File: src/inc/kbi_pkg.sv
// Purpose: Shared constants and types for the keyboard level interrupt unit
// Assumes: Special function register bus with 8-bit address and data
// Notes: Offsets are the register addresses on that bus
package kbi_pkg;
    localparam int KBI_LINES = 8;
    localparam logic [7:0] KBI_ADDR_LEVEL_SELECT = 8'h9c;
    localparam logic [7:0] KBI_ADDR_LINE_ENABLE = 8'h9d;
    localparam logic [7:0] KBI_ADDR_LINE_FLAGS = 8'h9e;
    localparam logic [7:0] KBI_RST_LEVEL_SELECT = 8'h00;
    localparam logic [7:0] KBI_RST_LINE_ENABLE = 8'h00;
    localparam logic [7:0] KBI_RST_LINE_FLAGS = 8'h00;

    // One register bus access, carried as a group
    typedef struct packed {
        logic [7:0] addr;
        logic wr;
        logic rd;
        logic [7:0] wdata;
    } kbi_sfr_req_s;

    // Bus access state
    typedef enum logic [1:0] {
        KBI_IDLE = 2'b01,
        KBI_READ = 2'b10
    } kbi_bus_e;
endpackage : kbi_pkg

File: src/verilog/kbi_top.sv
// Purpose: Keyboard level interrupt unit on an 8-bit port
// Assumes: Port inputs synchronous to core_clk; rd and wr one-cycle strobes
// Notes: Read data appears one cycle after the read strobe
// Contract
// Eight lines, bit n is port line n
// Flag sets while line at selected level
// Request when any enabled flag set
// Reading flag register clears the flags
// Disabled line never requests an interrupt
// Select bit 0 low, 1 high level
// Reset clears flags, enables, level selects
// All lines share one request, globally gated
// Match during flag read keeps flag set
`timescale 1ns/100ps
module kbi_top (
    // Clock and reset
    input wire logic core_clk,
    input wire logic sys_rst,
    // Special function register bus
    input wire kbi_pkg::kbi_sfr_req_s sfr_req,
    output logic [7:0] sfr_rdata,
    output logic sfr_rvalid,
    // Global enable from the interrupt enable register
    input wire logic keyboard_global_irq_enable,
    // Keyboard port pins
    input wire logic [7:0] keyboard_port,
    // Interrupt request to the core
    output logic keyboard_irq_request
);
    import kbi_pkg::*;

    // Register state
    logic [7:0] level_select_q;
    logic [7:0] line_enable_q;
    logic [7:0] line_flags_q;
    kbi_bus_e bus_q;

    // Decoded bus and pin terms
    logic [7:0] match;
    logic [2:0] reg_sel;
    logic flag_read;
    logic cfg_write;
    logic any_enabled_flag;

    // Per-line level match, xnor of pin with select bit
    function automatic logic [7:0] level_match(input logic [7:0] pins,
                                               input logic [7:0] sel);
        level_match = ~(pins ^ sel);
    endfunction : level_match

    // One-hot register select: bit 0 level, bit 1 enable, bit 2 flags
    function automatic logic [2:0] reg_decode(input logic [7:0] addr);
        reg_decode = {addr == KBI_ADDR_LINE_FLAGS,
                      addr == KBI_ADDR_LINE_ENABLE,
                      addr == KBI_ADDR_LEVEL_SELECT};
    endfunction : reg_decode

    // Lines never look at a neighbour, so each flag is its own source
    assign match = level_match(keyboard_port, level_select_q);
    assign reg_sel = reg_decode(sfr_req.addr);
    assign flag_read = sfr_req.rd && reg_sel[2];
    assign cfg_write = sfr_req.wr && (reg_sel[0] || reg_sel[1]);
    assign any_enabled_flag = |(line_flags_q & line_enable_q);

    // Software-written configuration; the flags have no write path
    always_ff @(posedge core_clk) begin
        if (sys_rst) begin
            level_select_q <= KBI_RST_LEVEL_SELECT;
            line_enable_q <= KBI_RST_LINE_ENABLE;
        end else if (cfg_write) begin
            if (reg_sel[0])
                level_select_q <= sfr_req.wdata;
            if (reg_sel[1])
                line_enable_q <= sfr_req.wdata;
        end
    end

    // Flags: a live match wins over a read clear so no press is lost
    always_ff @(posedge core_clk) begin
        if (sys_rst) begin
            line_flags_q <= KBI_RST_LINE_FLAGS;
        end else if (flag_read) begin
            line_flags_q <= match;
        end else begin
            line_flags_q <= line_flags_q | match;
        end
    end

    // Bus state; READ marks the cycle in which read data stands
    always_ff @(posedge core_clk) begin
        if (sys_rst) begin
            bus_q <= KBI_IDLE;
        end else begin
            case (bus_q)
                KBI_IDLE: bus_q <= sfr_req.rd ? KBI_READ : KBI_IDLE;
                KBI_READ: bus_q <= sfr_req.rd ? KBI_READ : KBI_IDLE;
                default: bus_q <= KBI_IDLE; // Recover from a bad code
            endcase
        end
    end

    // Read strobe answered one cycle later, as a one-cycle pulse
    always_ff @(posedge core_clk) begin
        if (sys_rst) begin
            sfr_rvalid <= 1'b0;
        end else begin
            sfr_rvalid <= sfr_req.rd;
        end
    end

    // Read data shows the value before the read side effect
    always_ff @(posedge core_clk) begin
        if (sys_rst) begin
            sfr_rdata <= 8'h00;
        end else if (!sfr_req.rd) begin
            sfr_rdata <= 8'h00; // Quiet bus between reads
        end else begin
            case (sfr_req.addr)
                KBI_ADDR_LEVEL_SELECT: sfr_rdata <= level_select_q;
                KBI_ADDR_LINE_ENABLE: sfr_rdata <= line_enable_q;
                KBI_ADDR_LINE_FLAGS: sfr_rdata <= line_flags_q;
                default: sfr_rdata <= 8'h00; // Unmapped reads as zero
            endcase
        end
    end

    // Shared request; registered so it lags the flag by one cycle
    always_ff @(posedge core_clk) begin
        if (sys_rst) begin
            keyboard_irq_request <= 1'b0;
        end else begin
            keyboard_irq_request <= keyboard_global_irq_enable &&
                any_enabled_flag;
        end
    end

    // Request checks
    AST_REQ_FOLLOWS_FLAGS: assert property (@(posedge core_clk)
        disable iff (sys_rst)
        ##1 keyboard_irq_request == $past(keyboard_global_irq_enable &&
            |(line_flags_q & line_enable_q)))
        else $error("request does not follow enabled flags");
    AST_FLAG_SET_REQUESTS: assert property (@(posedge core_clk)
        disable iff (sys_rst)
        (keyboard_global_irq_enable && line_flags_q[1] && line_enable_q[1])
        |=> keyboard_irq_request)
        else $error("enabled flag raised no request");
    AST_REQ_NEEDS_FLAG: assert property (@(posedge core_clk)
        disable iff (sys_rst)
        ((line_flags_q & line_enable_q) == 8'h00) |=> !keyboard_irq_request)
        else $error("request without an enabled flag");
    AST_DISABLED_NO_REQ: assert property (@(posedge core_clk)
        disable iff (sys_rst)
        (line_enable_q == 8'h00) |=> !keyboard_irq_request)
        else $error("request with all lines disabled");
    AST_GLOBAL_GATE: assert property (@(posedge core_clk)
        disable iff (sys_rst)
        !keyboard_global_irq_enable |=> !keyboard_irq_request)
        else $error("request while global enable low");

    // Flag checks; set wins over the read clear
    AST_MATCH_SETS: assert property (@(posedge core_clk)
        disable iff (sys_rst)
        (keyboard_port[0] == level_select_q[0]) |=> line_flags_q[0])
        else $error("matching line did not set flag");
    AST_FLAGS_NOT_WRITABLE: assert property (@(posedge core_clk)
        disable iff (sys_rst)
        (sfr_req.wr && reg_sel[2] && !sfr_req.rd && match == 8'h00)
        |=> line_flags_q == $past(line_flags_q))
        else $error("flag register changed by a write");
    AST_FLAG_STICKY: assert property (@(posedge core_clk)
        disable iff (sys_rst)
        (line_flags_q[5] && !flag_read) |=> line_flags_q[5])
        else $error("flag dropped without read");
    AST_READ_CLEARS: assert property (@(posedge core_clk)
        disable iff (sys_rst)
        flag_read |=> line_flags_q == $past(match))
        else $error("flag read did not clear flags");
    AST_READ_KEEPS_EVENT: assert property (@(posedge core_clk)
        disable iff (sys_rst)
        (flag_read && match[7]) |=> line_flags_q[7])
        else $error("event lost during flag read");
    AST_NO_CROSSTALK: assert property (@(posedge core_clk)
        disable iff (sys_rst)
        (!match[2] && (!line_flags_q[2] || flag_read)) |=> !line_flags_q[2])
        else $error("flag set without its own line matching");

    // Bus checks
    AST_FLAG_READ_DATA: assert property (@(posedge core_clk)
        disable iff (sys_rst)
        flag_read |=> sfr_rdata == $past(line_flags_q))
        else $error("flag read returned wrong data");
    AST_RVALID_TRACKS_STATE: assert property (@(posedge core_clk)
        disable iff (sys_rst)
        sfr_rvalid == (bus_q == KBI_READ))
        else $error("read valid and bus state disagree");
    AST_SELECT_WRITE_LANDS: assert property (@(posedge core_clk)
        disable iff (sys_rst)
        (sfr_req.wr && reg_sel[0])
        |=> level_select_q == $past(sfr_req.wdata))
        else $error("level select write lost");
    AST_ENABLE_WRITE_LANDS: assert property (@(posedge core_clk)
        disable iff (sys_rst)
        (sfr_req.wr && reg_sel[1])
        |=> line_enable_q == $past(sfr_req.wdata))
        else $error("line enable write lost");

    // Level checks
    AST_LOW_LEVEL: assert property (@(posedge core_clk)
        disable iff (sys_rst)
        (!level_select_q[3] && !keyboard_port[3] && !flag_read)
        |=> line_flags_q[3])
        else $error("low level not detected");
    AST_HIGH_LEVEL: assert property (@(posedge core_clk)
        disable iff (sys_rst)
        (level_select_q[4] && keyboard_port[4]) |=> line_flags_q[4])
        else $error("high level not detected");

    // Reset checks; these run while reset is high
    AST_RESET_ZERO: assert property (@(posedge core_clk)
        sys_rst |=> (line_flags_q == 8'h00 && line_enable_q == 8'h00 &&
            level_select_q == 8'h00))
        else $error("registers not zero after reset");
    AST_RESET_OUTPUTS: assert property (@(posedge core_clk)
        sys_rst |=> (!keyboard_irq_request && !sfr_rvalid &&
            sfr_rdata == 8'h00))
        else $error("outputs not idle after reset");
endmodule : kbi_top
File: config.mk
export PLATFORM = sky130hd
export DESIGN_NAME = kbi_top
export DESIGN_NICKNAME = d
export VERILOG_FILES = /design/src/inc/kbi_pkg.sv /design/src/verilog/kbi_top.sv
export SDC_FILE = /design/constraint.sdc
export NUM_CORES = 1
export LEC_CHECK = 0
export BUFFER_PORTS_ARGS = -buffer_cell sky130_fd_sc_hd__buf_4
export CAP_MARGIN = 20
export CORE_UTILIZATION = 56
export DETAILED_ROUTE_END_ITERATION = 8
export PLACE_DENSITY_LB_ADDON = 0.1
export SLEW_MARGIN = 40
export SYNTH_ARGS = -nofsm -noshare
export SYNTH_HDL_FRONTEND = slang
export SYNTH_SLANG_ARGS = --single-unit
File: constraint.sdc
create_clock -name core_clk -period 1.7 [get_ports core_clk]
set_input_delay 0.085 -clock core_clk [delete_from_list [all_inputs] [get_ports core_clk]]
set_output_delay 0.085 -clock core_clk [all_outputs]
set_load 0.02 [all_outputs]
==> reports/qor.yml <==
drive_above_1_share_pct: 24.7
place_congestion: 0.769
dp.cells: 219
max_freq_mhz: 965
dpl.hpwl_microns: 2510
cts_sinks: 34
grt_pass1_vias: 1373
final_util_pct: 74.5
cts_tree: "yes"
clockRootBuffer: "clkbuf_4"
critical-path-top-delay-family: "compound AO/OA/AOI/OAI gates"
powerDensity_nw_per_um2: 762
ys.flop_type: "dfxtp_1"
drt_wl_total_microns: 3720
cts_buffers: 5
ys_top_cells_by_area: "dfxtp_1, mux2i_1, o31ai_1, nand2b_1, a21oi_1"
setup_viol: 0
drtIter0Drc: 45
yosys.area.top_type_share_pct: 42.9
fin_crit_ns: 1.04
io_buffers: 38
synth.distinct_cells: 29
drc_errors: 0
antenna_found_initial: 0
final_cell_count_no_fill: 228
cts_resized: 0
hold_buffers: 1
fillers: 194
rows: 18
die_w_microns: 55.2
htree_levels: 2
yosysWarnings: 0
skew_ns: 0.00739
worst_setup_path_end_kind: "flop"
start_kind: "flop"
grt_pass1_wl_microns: 6280
first_pass_iters: 4
async_reset_ff_share_pct: 0
min_path_type: "in -> reg"
min_period_over_period_pct: 61.0
die_h_microns: 55.2
grt_max_degree: 35
clockBufferDepth: 2
cp.required_ns: 1.91
path_cells: "a22o_1 -> a221oi_1 -> a311oi_1"
slew_violations: 0
diodes: 0
slowest_stage: "dfxtp_1"
synth_edf_count: 0
yosys.area.top_type: "dfxtp_1"
vias: 1383
yosysMostFrequentCell: "dfxtp_1"
num_io_pins: 39
status: "completed"
clk_latency_ns: 0.33
core_sq_um: 2570
finalHoldViolCount: 0
die_area_sq_um: 3050
rsz0062_at_grt: "no"
synth_area_sq_um: 1590
ir_drop_mv: 0.842
syn_to_final_growth_pct: 20.6
syn-instance-count: 162
postCtsSetupRepairBufs: 0
power_leakage_nw: 0.768
viasPerCell: 6.07
overflow: 0
ys_seq_area_share_pct: 42.9
routedWlPerCell_microns: 16.3
grt_use_total_pct: 26.2
clk_pin_slew_ns: 0.10
place_ws_ns: 0.478
setup_tns_ns: 0
yosys-top-cells-count: "dfxtp_1, a21oi_1, mux2i_1, nand2b_1, o31ai_1"
cap_violations: 0
tightest_slew_ns: 0.594
syn_area_per_cell_sq_um: 9.79
cp_slowest_stage_delay_ns: 0.34
critical_path_class: "reg -> reg"
nets: 226
ys_ff_latch: 34
arrival_ns: 1.25
detail-route-antenna-nets: 0
maxSlewHeadroom_pct: 60.3
start_util_pct: 61.8
crit_buf_inv: 0
crit_path_max_fanout: 3
fin_ws_ns: 0.664
syn-num-nets: 191
[final timing paths]
kind              cells after the start             start                   end  slack [ns]
hold / removal                        3  keyboard_port[7]       line_flags_q[7]        0.02
setup reg to reg                      3   line_flags_q[2]  keyboard_irq_request        0.66
setup / recovery                      3   line_flags_q[2]  keyboard_irq_request        0.66
hold reg to reg                       2  line_enable_q[6]      line_enable_q[6]        0.49
[layout by cell type (no fill, tap or decap), types with 2 or more instances in the layout]
master,instances
nand2_1,2
a2bb2oi_1,8
nor2_1,9
a22oi_1,2
buf_4,40
mux2i_1,16
a21oi_1,16
nor2b_1,2
nand4_1,9
xor2_1,8
dfxtp_1,34
o31ai_1,16
nand2b_1,16
clkbuf_4,5
[tightest hold or removal path: stages]
cell and delay, ns:
buf_4 0.08, xor2_1 0.05, a21oi_1 0.11
[metrics by stage]
step / power [mW] / hold WS (ns) / instance area (sq um)
CTS: 1.46 / 0.0117 / 1910
finish: 1.46 / 0.0201 / 1910
global route: 1.52 / 0.00874 / 1910
floorplan: 0.935 / 0.168 / 1590
detailed placement: 1.01 / 0.329 / 1840
global placement: 1.01 / 0.326 / 1840
[flip-flops by register name, indices dropped and copies added (netlist names)]
register	cells
level_select_q	8
line_enable_q	8
line_flags_q	8
sfr_rdata	8
keyboard_irq_request	1
sfr_rvalid	1
[power by group]
| part | internal, mW | switching, mW |
|---|---|---|
| Sequential | 0.812 | 0.0126 |
| Clock | 0.200 | 0.260 |
| Combinational | 0.0897 | 0.0839 |
[cell families (layout without fill, tap and decap cells)]
| family | Yosys count | after routing | synth area share (%) |
|---|---|---|---|
| and+or+nand+nor | 45 | 45 | 17.6 |
| buffers and inverters | 14 | 50 | 5.36 |
| AOI/OAI and AO/OA | 45 | 45 | 19.6 |
| muxes | 16 | 16 | 10.1 |
| DFF | 34 | 34 | 42.9 |
| xor gates and xnor gates | 8 | 8 | 4.42 |
[area by class of cell]
cell class	instances	area, sq um	share of cell area (%)
clock buffers	7	55.1	2.88
clock inverters	1	5.00	0.262
inverters	1	3.75	0.196
well taps	30	37.5	1.96
repair buffers	41	310	16.2
multi-input cells	114	821	42.9
flip-flops and latches	34	681	35.6
[metal layers]
layer,vias to the layer above,wire (microns),GRT usage [%]
met1,648,1640,33.4
met3,7,250,6.79
met5,-,0,0
met4,0,59,8.93
met2,60,1770,42.9
li1,668,-,-
Power figures use the tool's default switching activity.
